[config.mk]
export PLATFORM = sky130hd
export DESIGN_NAME = odsc_top
export DESIGN_NICKNAME = d
export VERILOG_FILES = /design/src/rtl/odsc_strap.v /design/src/rtl/odsc_top.v
export VERILOG_INCLUDE_DIRS = /design/src /design/src/rtl
export SDC_FILE = /design/constraint.sdc
export NUM_CORES = 1
export LEC_CHECK = 0
export BUFFER_PORTS_ARGS = -buffer_cell sky130_fd_sc_hd__buf_2
export CAP_MARGIN = 40
export CORE_MARGIN = 2
export CORE_UTILIZATION = 28
export CTS_BUF_LIST = sky130_fd_sc_hd__clkbuf_16
export DETAILED_ROUTE_END_ITERATION = 6
export PLACE_DENSITY_LB_ADDON = 0.25
export SLEW_MARGIN = 20
export SYNTH_ARGS = -nofsm -noshare
export SYNTH_HDL_FRONTEND = slang
export SYNTH_SLANG_ARGS = --single-unit
[constraint.sdc]
create_clock -name clk -period 6.7 [get_ports clk]
set_clock_uncertainty 0.05 [all_clocks]
set_input_delay 1.34 -clock clk [delete_from_list [all_inputs] [get_ports clk]]
set_output_delay 1.34 -clock clk [all_outputs]
set_load 0.1 [all_outputs]
[src/rtl/odsc_consts.vh]
`ifndef ODSC_CONSTS_VH
`define ODSC_CONSTS_VH
// ****************************************
// Register byte addresses
// ****************************************
`define ODSC_ADDR_LINE 12'h000
`define ODSC_ADDR_HOST 12'h004
`define ODSC_ADDR_STAT 12'h008
`define ODSC_ADDR_INT 12'h00c
`define ODSC_ADDR_STATE 12'h010
`define ODSC_ADDR_NOM 12'h014
`define ODSC_ADDR_EDGE 12'h018
// ****************************************
// Line control fields
// ****************************************
`define ODSC_LC_AMP_OVR 0
`define ODSC_LC_AMP_LO 1
`define ODSC_LC_AMP_HI 2
`define ODSC_LC_AUTO_DIS 4
`define ODSC_LC_EMPH_MAN 5
`define ODSC_LC_EMPH_LO 8
`define ODSC_LC_EMPH_HI 11
`define ODSC_LC_INV_A 12
`define ODSC_LC_INV_B 13
`define ODSC_LC_INV_HOST 14
`define ODSC_LC_RESET 32'h0000_0000
// ****************************************
// Host loop-back fields and defaults
// ****************************************
`define ODSC_HC_SWING_LO 0
`define ODSC_HC_SWING_HI 11
`define ODSC_HC_DEEMPH_LO 16
`define ODSC_HC_DEEMPH_HI 23
`define ODSC_HC_REG_EN 31
`define ODSC_HOST_SWING_MV 12'h23a
`define ODSC_HOST_DEEMPH_TENTH_DB 8'h04
`define ODSC_LINE_NOM_MV 12'h320
// ****************************************
// Status pin configuration
// ****************************************
`define ODSC_SC_FN_LO 0
`define ODSC_SC_FN_HI 1
`define ODSC_SC_MASK_LO 4
`define ODSC_SC_MASK_HI 8
`define ODSC_FN_LOCK 2'h0
`define ODSC_FN_SIGNAL 2'h1
`define ODSC_FN_INT 2'h2
// ****************************************
// Interrupt source bits
// ****************************************
`define ODSC_IRQ_LOST_SET 0
`define ODSC_IRQ_LOST_CLR 1
`define ODSC_IRQ_EYE 2
`define ODSC_IRQ_LOCK_GAIN 3
`define ODSC_IRQ_LOCK_LOSS 4
// ****************************************
// Detected rate codes and edge times in ps
// ****************************************
`define ODSC_RATE_12G 3'h0
`define ODSC_RATE_6G 3'h1
`define ODSC_RATE_3G 3'h2
`define ODSC_RATE_1G5 3'h3
`define ODSC_RATE_270M 3'h4
`define ODSC_EDGE_12G 10'h022
`define ODSC_EDGE_6G 10'h024
`define ODSC_EDGE_3G 10'h03b
`define ODSC_EDGE_1G5 10'h03c
`define ODSC_EDGE_270M 10'h226
// ****************************************
// Four-level strap codes
// ****************************************
`define ODSC_LVL_LOW 2'h0
`define ODSC_LVL_RES 2'h1
`define ODSC_LVL_FLOAT 2'h2
`define ODSC_LVL_HIGH 2'h3
`define ODSC_CMP_LOW 3'h0
`define ODSC_CMP_RES 3'h1
`define ODSC_CMP_FLOAT 3'h3
`define ODSC_CMP_HIGH 3'h7
`endif

[src/rtl/odsc_strap.v]
`timescale 1ns/100ps
`default_nettype none
`include "odsc_consts.vh"
// ****************************************
// Four-level strap decoder
// ****************************************
module odsc_strap (
    input wire clk,
    input wire rst,
    input wire capture,
    input wire [2:0] cmp,
    output reg [1:0] level
);
    // Thermometer code from three pad comparators; a broken code reads as float
    function [1:0] decode;
        input [2:0] c;
        begin
            case (c)
                `ODSC_CMP_LOW: decode = `ODSC_LVL_LOW;
                `ODSC_CMP_RES: decode = `ODSC_LVL_RES;
                `ODSC_CMP_HIGH: decode = `ODSC_LVL_HIGH;
                default: decode = `ODSC_LVL_FLOAT;
            endcase
        end
    endfunction

    always @(posedge clk or posedge rst) begin
        if (rst) begin
            level <= `ODSC_LVL_FLOAT;
        end else if (capture) begin
            level <= decode(cmp);
        end
    end
endmodule // odsc_strap
`default_nettype wire

[src/rtl/odsc_top.v]
// Chosen here: the APB slave port and the register offsets.
`timescale 1ns/100ps
`default_nettype none
`include "odsc_consts.vh"
module odsc_top (
    input wire clk,
    input wire rst,
    input wire psel,
    input wire penable,
    input wire pwrite,
    input wire [11:0] paddr,
    input wire [31:0] pwdata,
    output reg [31:0] prdata,
    output reg pready,
    output reg pslverr,
    input wire [2:0] line_amplitude_strap,
    input wire [2:0] mode_strap,
    input wire recovered_data,
    input wire clock_recovery_locked,
    input wire [2:0] detected_rate,
    input wire reclock_bypass,
    input wire signal_found_n,
    input wire adapt_done,
    input wire input_lost,
    input wire eye_low,
    output reg line_out_a,
    output reg line_out_b,
    output reg host_loopback_out,
    output reg [1:0] output_swing_level,
    output reg [11:0] line_nominal_mv,
    output reg line_emph_en,
    output reg [3:0] line_emph_amount,
    output reg [9:0] line_edge_ps,
    output reg [11:0] host_swing_mv,
    output reg [7:0] host_deemph_tenth_db,
    output reg status_out,
    output reg status_oe,
    output reg spi_select,
    output reg smbus_select,
    output reg mode_reserved
);
    // ****************************************
    // Functions
    // ****************************************
    function [9:0] edge_for_rate;
        input [2:0] r;
        begin
            case (r)
                `ODSC_RATE_12G: edge_for_rate = `ODSC_EDGE_12G;
                `ODSC_RATE_6G: edge_for_rate = `ODSC_EDGE_6G;
                `ODSC_RATE_3G: edge_for_rate = `ODSC_EDGE_3G;
                `ODSC_RATE_1G5: edge_for_rate = `ODSC_EDGE_1G5;
                default: edge_for_rate = `ODSC_EDGE_270M;
            endcase
        end
    endfunction

    function rate_is_uhd;
        input [2:0] r;
        begin
            rate_is_uhd = (r == `ODSC_RATE_12G) || (r == `ODSC_RATE_6G);
        end
    endfunction

    // ****************************************
    // Registers and state
    // ****************************************
    reg [31:0] line_ctrl;
    reg [31:0] host_ctrl;
    reg [31:0] stat_cfg;
    reg [4:0] int_flags;
    reg [11:0] nominal;
    reg [9:0] edge_man;
    reg started;
    reg mode_done;
    reg lock_prev;
    reg lost_prev;
    reg eye_prev;
    reg [2:0] held_rate;
    reg held_valid;
    wire [1:0] amp_strap_level;
    wire [1:0] mode_level;
    wire capture;
    wire bus_access;
    wire bus_write;
    wire bus_read;
    wire int_read;
    wire [4:0] events;
    wire [4:0] mask;
    wire [1:0] status_fn;
    wire auto_on;
    wire sig_ok;
    reg status_assert;
    reg [31:0] next_rdata;
    reg next_err;

    // Straps are caught once, on the first edge after reset release
    assign capture = ~started;

    odsc_strap u_amp_strap (
        .clk(clk),
        .rst(rst),
        .capture(capture),
        .cmp(line_amplitude_strap),
        .level(amp_strap_level)
    );

    odsc_strap u_mode_strap (
        .clk(clk),
        .rst(rst),
        .capture(capture),
        .cmp(mode_strap),
        .level(mode_level)
    );

    // ****************************************
    // APB slave
    // ****************************************
    // One wait state: pready rises one edge into the access phase
    assign bus_access = psel & penable & pready;
    assign bus_write = bus_access & pwrite;
    assign bus_read = bus_access & ~pwrite;
    assign int_read = bus_read & (paddr == `ODSC_ADDR_INT);

    always @* begin
        next_rdata = 32'h0000_0000;
        next_err = 1'b0;
        case (paddr)
            `ODSC_ADDR_LINE: next_rdata = line_ctrl;
            `ODSC_ADDR_HOST: next_rdata = host_ctrl;
            `ODSC_ADDR_STAT: next_rdata = stat_cfg;
            `ODSC_ADDR_INT: next_rdata = {27'h0000000, int_flags};
            `ODSC_ADDR_STATE: begin
                next_rdata = {12'h000, line_edge_ps, line_emph_en,
                    held_rate, mode_level, amp_strap_level,
                    sig_ok, clock_recovery_locked};
            end
            `ODSC_ADDR_NOM: next_rdata = {20'h00000, nominal};
            `ODSC_ADDR_EDGE: next_rdata = {22'h000000, edge_man};
            default: next_err = 1'b1;
        endcase
    end

    always @(posedge clk or posedge rst) begin
        if (rst) begin
            pready <= 1'b0;
            prdata <= 32'h0000_0000;
            pslverr <= 1'b0;
        end else begin
            pready <= psel & penable & ~pready;
            if (psel & penable & ~pready) begin
                prdata <= pwrite ? 32'h0000_0000 : next_rdata;
                pslverr <= next_err;
            end else begin
                prdata <= 32'h0000_0000;
                pslverr <= 1'b0;
            end
        end
    end

    always @(posedge clk or posedge rst) begin
        if (rst) begin
            line_ctrl <= `ODSC_LC_RESET;
            host_ctrl <= {8'h00, `ODSC_HOST_DEEMPH_TENTH_DB,
                4'h0, `ODSC_HOST_SWING_MV};
            stat_cfg <= 32'h0000_0000;
            nominal <= `ODSC_LINE_NOM_MV;
            edge_man <= `ODSC_EDGE_270M;
        end else if (bus_write) begin
            case (paddr)
                `ODSC_ADDR_LINE: line_ctrl <= pwdata & 32'h0000_7f37;
                `ODSC_ADDR_HOST: host_ctrl <= pwdata & 32'h80ff_0fff;
                `ODSC_ADDR_STAT: stat_cfg <= pwdata & 32'h0000_01f3;
                `ODSC_ADDR_NOM: nominal <= pwdata[11:0];
                `ODSC_ADDR_EDGE: edge_man <= pwdata[9:0];
                default: nominal <= nominal;
            endcase
        end
    end

    // ****************************************
    // Power-up strap and interface select
    // ****************************************
    always @(posedge clk or posedge rst) begin
        if (rst) begin
            started <= 1'b0;
            mode_done <= 1'b0;
            spi_select <= 1'b0;
            smbus_select <= 1'b0;
            mode_reserved <= 1'b0;
        end else begin
            started <= 1'b1;
            // Level becomes valid one edge after capture
            mode_done <= started;
            if (started & ~mode_done) begin
                spi_select <= (mode_level == `ODSC_LVL_FLOAT);
                smbus_select <= (mode_level == `ODSC_LVL_LOW);
                mode_reserved <= (mode_level == `ODSC_LVL_HIGH) ||
                    (mode_level == `ODSC_LVL_RES);
            end
        end
    end

    // ****************************************
    // Rate tracking and automatic choices
    // ****************************************
    always @(posedge clk or posedge rst) begin
        if (rst) begin
            held_rate <= `ODSC_RATE_270M;
            held_valid <= 1'b0;
        end else if (clock_recovery_locked & ~reclock_bypass) begin
            if (~lock_prev | (detected_rate != held_rate)) begin
                held_rate <= detected_rate;
            end
            held_valid <= 1'b1;
        end else if (reclock_bypass) begin
            held_valid <= 1'b0;
        end
    end

    // Bypass or a disabled auto bit hands pre-emphasis to software
    assign auto_on = ~reclock_bypass & ~line_ctrl[`ODSC_LC_AUTO_DIS];

    always @(posedge clk or posedge rst) begin
        if (rst) begin
            output_swing_level <= `ODSC_LVL_FLOAT;
            line_nominal_mv <= `ODSC_LINE_NOM_MV;
            line_emph_en <= 1'b0;
            line_emph_amount <= 4'h0;
            line_edge_ps <= `ODSC_EDGE_270M;
            host_swing_mv <= `ODSC_HOST_SWING_MV;
            host_deemph_tenth_db <= `ODSC_HOST_DEEMPH_TENTH_DB;
        end else begin
            // Level code: high +5, float nominal, resistor +10, low -5 percent
            if (line_ctrl[`ODSC_LC_AMP_OVR]) begin
                output_swing_level <=
                    line_ctrl[`ODSC_LC_AMP_HI:`ODSC_LC_AMP_LO];
            end else begin
                output_swing_level <= amp_strap_level;
            end
            line_nominal_mv <= nominal;
            if (auto_on) begin
                line_emph_en <= held_valid & rate_is_uhd(held_rate);
            end else begin
                line_emph_en <= line_ctrl[`ODSC_LC_EMPH_MAN];
            end
            line_emph_amount <=
                line_ctrl[`ODSC_LC_EMPH_HI:`ODSC_LC_EMPH_LO];
            if (reclock_bypass) begin
                line_edge_ps <= edge_man;
            end else begin
                line_edge_ps <= edge_for_rate(held_rate);
            end
            if (host_ctrl[`ODSC_HC_REG_EN]) begin
                host_swing_mv <=
                    host_ctrl[`ODSC_HC_SWING_HI:`ODSC_HC_SWING_LO];
                host_deemph_tenth_db <=
                    host_ctrl[`ODSC_HC_DEEMPH_HI:`ODSC_HC_DEEMPH_LO];
            end else begin
                host_swing_mv <= `ODSC_HOST_SWING_MV;
                host_deemph_tenth_db <= `ODSC_HOST_DEEMPH_TENTH_DB;
            end
        end
    end

    // ****************************************
    // Data outputs with polarity control
    // ****************************************
    always @(posedge clk or posedge rst) begin
        if (rst) begin
            line_out_a <= 1'b0;
            line_out_b <= 1'b0;
            host_loopback_out <= 1'b0;
        end else begin
            line_out_a <= recovered_data ^ line_ctrl[`ODSC_LC_INV_A];
            line_out_b <= recovered_data ^ line_ctrl[`ODSC_LC_INV_B];
            host_loopback_out <=
                recovered_data ^ line_ctrl[`ODSC_LC_INV_HOST];
        end
    end

    // ****************************************
    // Interrupt events and sticky flags
    // ****************************************
    assign events[`ODSC_IRQ_LOST_SET] = input_lost & ~lost_prev;
    assign events[`ODSC_IRQ_LOST_CLR] = ~input_lost & lost_prev;
    // Eye checks only mean anything once the recovered clock is locked
    assign events[`ODSC_IRQ_EYE] = eye_low & ~eye_prev & clock_recovery_locked;
    assign events[`ODSC_IRQ_LOCK_GAIN] = clock_recovery_locked & ~lock_prev;
    assign events[`ODSC_IRQ_LOCK_LOSS] = ~clock_recovery_locked & lock_prev;
    assign mask = stat_cfg[`ODSC_SC_MASK_HI:`ODSC_SC_MASK_LO];

    always @(posedge clk or posedge rst) begin
        if (rst) begin
            lock_prev <= 1'b0;
            lost_prev <= 1'b0;
            eye_prev <= 1'b0;
            int_flags <= 5'h00;
        end else begin
            lock_prev <= clock_recovery_locked;
            lost_prev <= input_lost;
            eye_prev <= eye_low;
            // A new event in the read cycle survives the clear
            if (int_read) begin
                int_flags <= events & mask;
            end else begin
                int_flags <= int_flags | (events & mask);
            end
        end
    end

    // ****************************************
    // Status pin
    // ****************************************
    assign status_fn = stat_cfg[`ODSC_SC_FN_HI:`ODSC_SC_FN_LO];
    assign sig_ok = ~signal_found_n & adapt_done;

    always @* begin
        case (status_fn)
            `ODSC_FN_SIGNAL: status_assert = sig_ok;
            `ODSC_FN_INT: status_assert = |int_flags;
            default: status_assert = clock_recovery_locked;
        endcase
    end

    // Open drain: the pin is only ever pulled low, never driven high
    always @(posedge clk or posedge rst) begin
        if (rst) begin
            status_out <= 1'b0;
            status_oe <= 1'b0;
        end else begin
            status_out <= 1'b0;
            status_oe <= status_assert;
        end
    end
endmodule // odsc_top
`default_nettype wire

==> impl_metrics.ini, run 1 <==
[detailed_routing]
ant_nets = 0
viasPerCell = 4.51
firstDrtPassIters = 5
vias = 4310
drc = 0
wl_per_cell_microns = 18.0
drt_iter0_drc = 242
wl_mm = 17.2

[synth]
yosysWarnings = 0
syn_inst = 485
ys.flop_type = dfrtp_1
yosys-top-cells-area = dfrtp_1, dfstp_2, mux2_2
synth_area_sq_um = 6530
synth_edf_count = 0
netlist.area_leader.share = 0.509
synth-async-reset-ratio = 1.00
synth_top_area_cell = dfrtp_1
ys_types = 49
ys_seq_elements = 163
avgSynthCellArea_sq_um = 13.5
yosysSeqAreaShare = 0.630

[setup_path]
path_delay_family = simple AND/OR/NAND/NOR gates
cpPeakStageDelay_ns = 0.60
critical_path_class = input pin to flip-flop
crit_fanout = 12
cp_cell_sequence = buf_2 -> or4_4 -> or4_4 -> nor2_4 -> mux2_2
crit_required_ns = 6.96
worst_path_max_delay_cell = or4_4
worstSetupStartpointType = input pin
cp_common_cell = or4_4
cp_num_buf_inv = 1
worstPathArrival_ns = 3.57
end_kind = flip-flop

[clocking]
clkTransAtPathRegs_ns = 0.07
cts_tree = built
cts_setup_buffers = 0
cts.sinks = 163
cts_hold_buf = 0
ctsResizeCount = 0
clockRootBuffer = clkbuf_16
clk_path_buf_depth = 2
clkLatencyLatePin_ns = 0.42
cts_inserted_buffers = 17
h-tree-depth = 4

[layout]
diodes = 0
drive_gt1_frac = 0.456
nets = 697
fin_util = 0.362
fillers = 2215
area_growth_pct = 26.2

[floorplanning]
num_rows = 55
start_util = 0.287
top_level_ports = 156
dieHeight_microns = 157
coreArea_sq_um = 22800
dieArea_sq_um = 24600
die_w_microns = 157

[sta]
finalSetupViolCount = 0
worst_slack_ns = 3.39
finalCritPeriodShare = 0.494
rsz0062_at_grt = false
holdWs_ns = 0.333
finalCriticalPeriod_ns = 3.31
hold_viol = 0
finalSetupTns_ns = 0
timing.slew.headroom = 0.576
worst_pin_slew_ns = 0.635
fmax_mhz = 302
slew_violations = 0

[placed_design]
dp.final_hpwl_mm = 12.3
post-place-ws_ns = 2.58
gp_congestion = 0.758
port_buffers = 139

[power_and_ir_drop]
swShare = 0.262
p_int_uw = 1640
p_seq_frac = 0.460
pwr-share-comb = 0.089
peakVddDrop_mv = 0.143
total_power_uw = 2220
power_switching_uw = 580
leakage_uw = 0.00406
power.density_nw_per_um2 = 269
pwr-share-clk = 0.451

[global_routing]
use_met3 = 0.0432
grt_use_met2 = 0.228
grt_busiest_layer = met2
grt_pass1_wl_mm = 26.5
grt_overflow = 0
grt_antenna_before_repair = 1
first_global_vias = 4602
grt_usage = 0.144
grt_max_degree = 83
use_met1 = 0.192

[job]
maxCapViolations = 0

[min_path]
hold_path_class = flip-flop to flip-flop

[run_status]
run_status = complete, no violations
-- kinds of logic after synthesis --
| logic type | after synthesis | share of synthesized area |
|---|---|---|
| flops | 163 | 0.630 |
| mux | 92 | 0.164 |
| buf+inv | 40 | 0.0310 |
| other cells | 2 | 0.00115 |
| compound gates | 52 | 0.0536 |
| xor+xnor | 3 | 0.00402 |
| simple gates | 131 | 0.112 |
| fa+ha+maj | 2 | 0.00383 |
-- cell type report --
cell class	instances	area, sq um	share of cell area
multi-input cells	289	2250	0.273
repair buffers	150	845	0.102
well taps	313	392	0.0475
clock buffers	17	425	0.0516
flip-flops and latches	163	4120	0.499
clock inverters	15	180	0.0219
inverters	9	38.8	0.00470
-- registers in the layout, indices dropped and copies added, names as in the netlist, 3 cells and up --
register,count
host_deemph_tenth_db,8
line_ctrl,12
line_nominal_mv,12
host_swing_mv,12
edge_man,10
int_flags,5
host_ctrl,21
prdata,25
line_edge_ps,10
nominal,12
line_emph_amount,4
stat_cfg,7
held_rate,3
-- cells in the final DEF (no fill, tap or decap), drive strengths merged, types with 3 or more instances in the layout --
cell,n
clkinvlp,3
nor2b,5
a32o,3
nand3,10
inv,16
nor2,25
mux2,72
conb,9
mux2i,18
a31oi,3
nand4b,4
nand2,29
nand2b,12
and2,24
xor2,3
bufinv,3
dfrtp,133
dfstp,30
a32oi,3
nor4,7
a21oi,8
clkbuf,17
buf,150
nor3,4
o21ai,16
o2bb2ai,6
-- synthesized netlist by cell type (all sizes together), types with 3 or more instances --
cell type / number
o2bb2ai: 6
a31oi: 3
nand3: 10
mux2: 72
and2: 24
dfrtp: 133
a32o: 3
nor3: 4
a21oi: 8
a32oi: 3
nand2b: 12
nor2b: 5
mux2i: 18
o21ai: 16
nor2: 25
clkbuf: 15
inv: 9
nand2: 29
nor4: 7
dfstp: 30
buf: 16
nand4b: 4
xor2: 3
-- layer usage --
| metal | vias to the layer above | routed length, microns |
|---|---|---|
| li1 | 1973 | - |
| met1 | 2155 | 7910 |
| met2 | 160 | 8030 |
| met3 | 20 | 1080 |
| met4 | 2 | 172 |
| met5 | - | 11 |
-- path summary, 6_finish.rpt --
path,endpoint,startpoint,depth (start not counted),slack [ns]
min in group asynchronous,line_out_b$_DFF_PP0_,rst,2,0.74
min,line_nominal_mv[5]$_DFF_PP1_,nominal[5]$_DFFE_PP1P_,0,0.33
max,nominal[10]$_DFFE_PP0P_,paddr[9],5,3.39
max in group asynchronous,host_deemph_tenth_db[2]$_DFF_PP1_,rst,5,4.50
min reg2reg,line_nominal_mv[5]$_DFF_PP1_,nominal[5]$_DFFE_PP1P_,0,0.33
max reg2reg,nominal[10]$_DFFE_PP0P_,pready$_DFF_PP0_,4,4.53
-- worst register-to-register path, delay by kind of cell, from the launching register on --
family        cells  cell delay [ns]
simple gates      3             1.19
flops             1             0.41
mux               1             0.41
-- power groups by stage --
stage	registers, uW	clock network (uW)	logic (uW)
2_1_floorplan	1100	0	76.8
3_3_place_gp	1040	0	195
3_5_place_dp	1040	0	199
4_1_cts	1020	1020	199
5_1_grt	1020	1060	212
6_report	1020	999	198
-- through the flow --
stage	cell area (sq um)	std cells
6_report	8240	956
3_5_place_dp	7580	921
4_1_cts	8190	953
2_1_floorplan	6560	492
3_3_place_gp	7530	918
5_1_grt	8240	956
No activity file was read; power rests on OpenSTA's default activity.
==> inputs of run 2 (changes only) <==
Clock period 6.7 ns to 2.8 ns, I/O delays scaled along.
==> impl_metrics.ini, run 2 (synthesis gave the netlist of run 1 again) <==
[sta]
finalSetupTns_ns = 0
slew_violations = 0
hold_viol = 0
worst_pin_slew_ns = 0.517
finalCriticalPeriod_ns = 2.27
fmax_mhz = 440
rsz0062_at_grt = false
finalSetupViolCount = 0
finalCritPeriodShare = 0.812
timing.slew.headroom = 0.658

[layout]
largest_reg_flops = 25
fillers = 2272
area.sequential_sq_um = 4120
most-common-layout-cells = buf_2, dfrtp_1, mux2_2
regMostFlops = prdata
reg_top3 = prdata (25), host_ctrl (21)
drive_gt1_frac = 0.464
multiInputGateArea_sq_um = 2250
area_growth_pct = 26.5
nets = 711
final_common_cell = buf_2
diodes = 0

[setup_path]
worst_path_max_delay_cell = or4_4
crit_required_ns = 3.05
cp_cell_sequence = buf_2 -> or4_4 -> or4_4 -> nor2_4 -> buf_4 -> mux2_4
path_delay_family = simple AND/OR/NAND/NOR gates
crit_fanout = 6
cp_common_cell = or4_4
cp_num_buf_inv = 2
worstPathArrival_ns = 2.53
cpPeakStageDelay_ns = 0.60
end_kind = flip-flop
critical_path_class = input pin to flip-flop
worstSetupStartpointType = input pin

[clocking]
cts_hold_buf = 0
h-tree-depth = 4
clkLatencyLatePin_ns = 0.42
cts_inserted_buffers = 17
clk_path_buf_depth = 2
ctsResizeCount = 0
cts.sinks = 163
clkTransAtPathRegs_ns = 0.07
cts_setup_buffers = 0
cts_tree = built
clockRootBuffer = clkbuf_16

[global_routing]
grt_pass1_wl_mm = 26.8
grt_antenna_before_repair = 0
grt_usage = 0.146
grt_overflow = 0
grt_max_degree = 66
first_global_vias = 4536

[detailed_routing]
vias = 4306
drt_iter0_drc = 259
wl_per_cell_microns = 17.9
wl_mm = 17.4
viasPerCell = 4.44
firstDrtPassIters = 4
drc = 0
ant_nets = 0

[floorplanning]
start_util = 0.287
dieHeight_microns = 157
dieArea_sq_um = 24600
die_w_microns = 157
top_level_ports = 156
num_rows = 55
coreArea_sq_um = 22800

[job]
maxCapViolations = 0

[placed_design]
port_buffers = 139
dp.final_hpwl_mm = 12.6
gp_congestion = 0.792

[power_and_ir_drop]
total_power_uw = 5140
power_switching_uw = 1400
pwr-share-clk = 0.432
swShare = 0.273
peakVddDrop_mv = 0.359
power.density_nw_per_um2 = 622
leakage_uw = 0.00408
p_seq_frac = 0.475
p_int_uw = 3740
pwr-share-comb = 0.093

[run_status]
run_status = complete, no violations

[min_path]
hold_path_class = input pin to asynchronous set/reset pin
[run 2: cell types whose count changed in the layout (fill, tap and decap cells not counted), moves of 2 or more]
| cell | delta |
|---|---|
| buf_12 | +2 |
| buf_16 | -2 |
| buf_4 | +17 |
| buf_8 | -2 |
| bufinv_16 | -2 |
| clkinv_1 | +4 |
| clkinv_4 | +3 |
| inv_1 | -2 |
[run 2: cell type report]
class | instances | share of cell area
Sequential cell | 163 | 0.498
Timing Repair Buffer | 164 | 0.111
Clock inverter | 15 | 0.0159
Clock buffer | 17 | 0.0515
Tap cell | 313 | 0.0474
Inverter | 9 | 0.00454
Multi-Input combinational cell | 289 | 0.272
[run 2: power groups by stage]
stage	clock network (uW)	registers [uW]	logic, uW
4_1_cts	2290	2440	486
5_1_grt	2400	2440	513
6_report	2220	2440	479
3_5_place_dp	0	2480	484
2_1_floorplan	0	2640	184
3_3_place_gp	0	2480	480
[run 2: final timing paths]
kind	end	cells past startpoint	slack (ns)	start
max	nominal[2]$_DFFE_PP0P_	6	0.53	paddr[9]
min	line_emph_amount[1]$_DFF_PP0_	2	0.03	rst
max reg2reg	nominal[2]$_DFFE_PP0P_	5	0.83	pready$_DFF_PP0_
min reg2reg	line_nominal_mv[9]$_DFF_PP1_	0	0.33	nominal[9]$_DFFE_PP1P_
max in group asynchronous	edge_man[1]$_DFFE_PP1P_	3	1.99	rst
min in group clk	eye_prev$_DFF_PP0_	1	0.21	eye_low
[run 2: through the flow]
step | area, sq um | hold slack (ns) | worst slack [ns] | util | std cells
2_1_floorplan | 6560 | 0.302 | 0.144 | - | 492
3_3_place_gp | 7690 | 0.320 | 0.0973 | 0.338 | 937
3_5_place_dp | 7690 | 0.322 | 0.0905 | 0.338 | 937
4_1_cts | 8250 | 0.0210 | 0.534 | 0.362 | 969
5_1_grt | 8270 | 0.0335 | 0.504 | 0.363 | 970
6_report | 8270 | 0.0304 | 0.525 | 0.363 | 970
[run 2: worst register-to-register path, delay by kind of cell, from the launching register on]
family	cells	cell delay [ns]
buffers and inverters	1	0.21
flip-flops	1	0.41
multiplexers	1	0.31
AND/OR/NAND/NOR	3	0.86
[run 2: routing by layer]
layer	routed length, microns	global-route usage
met5	0	0
met4	208	0.0358
met3	957	0.0426
met1	8330	0.204
met2	7870	0.222
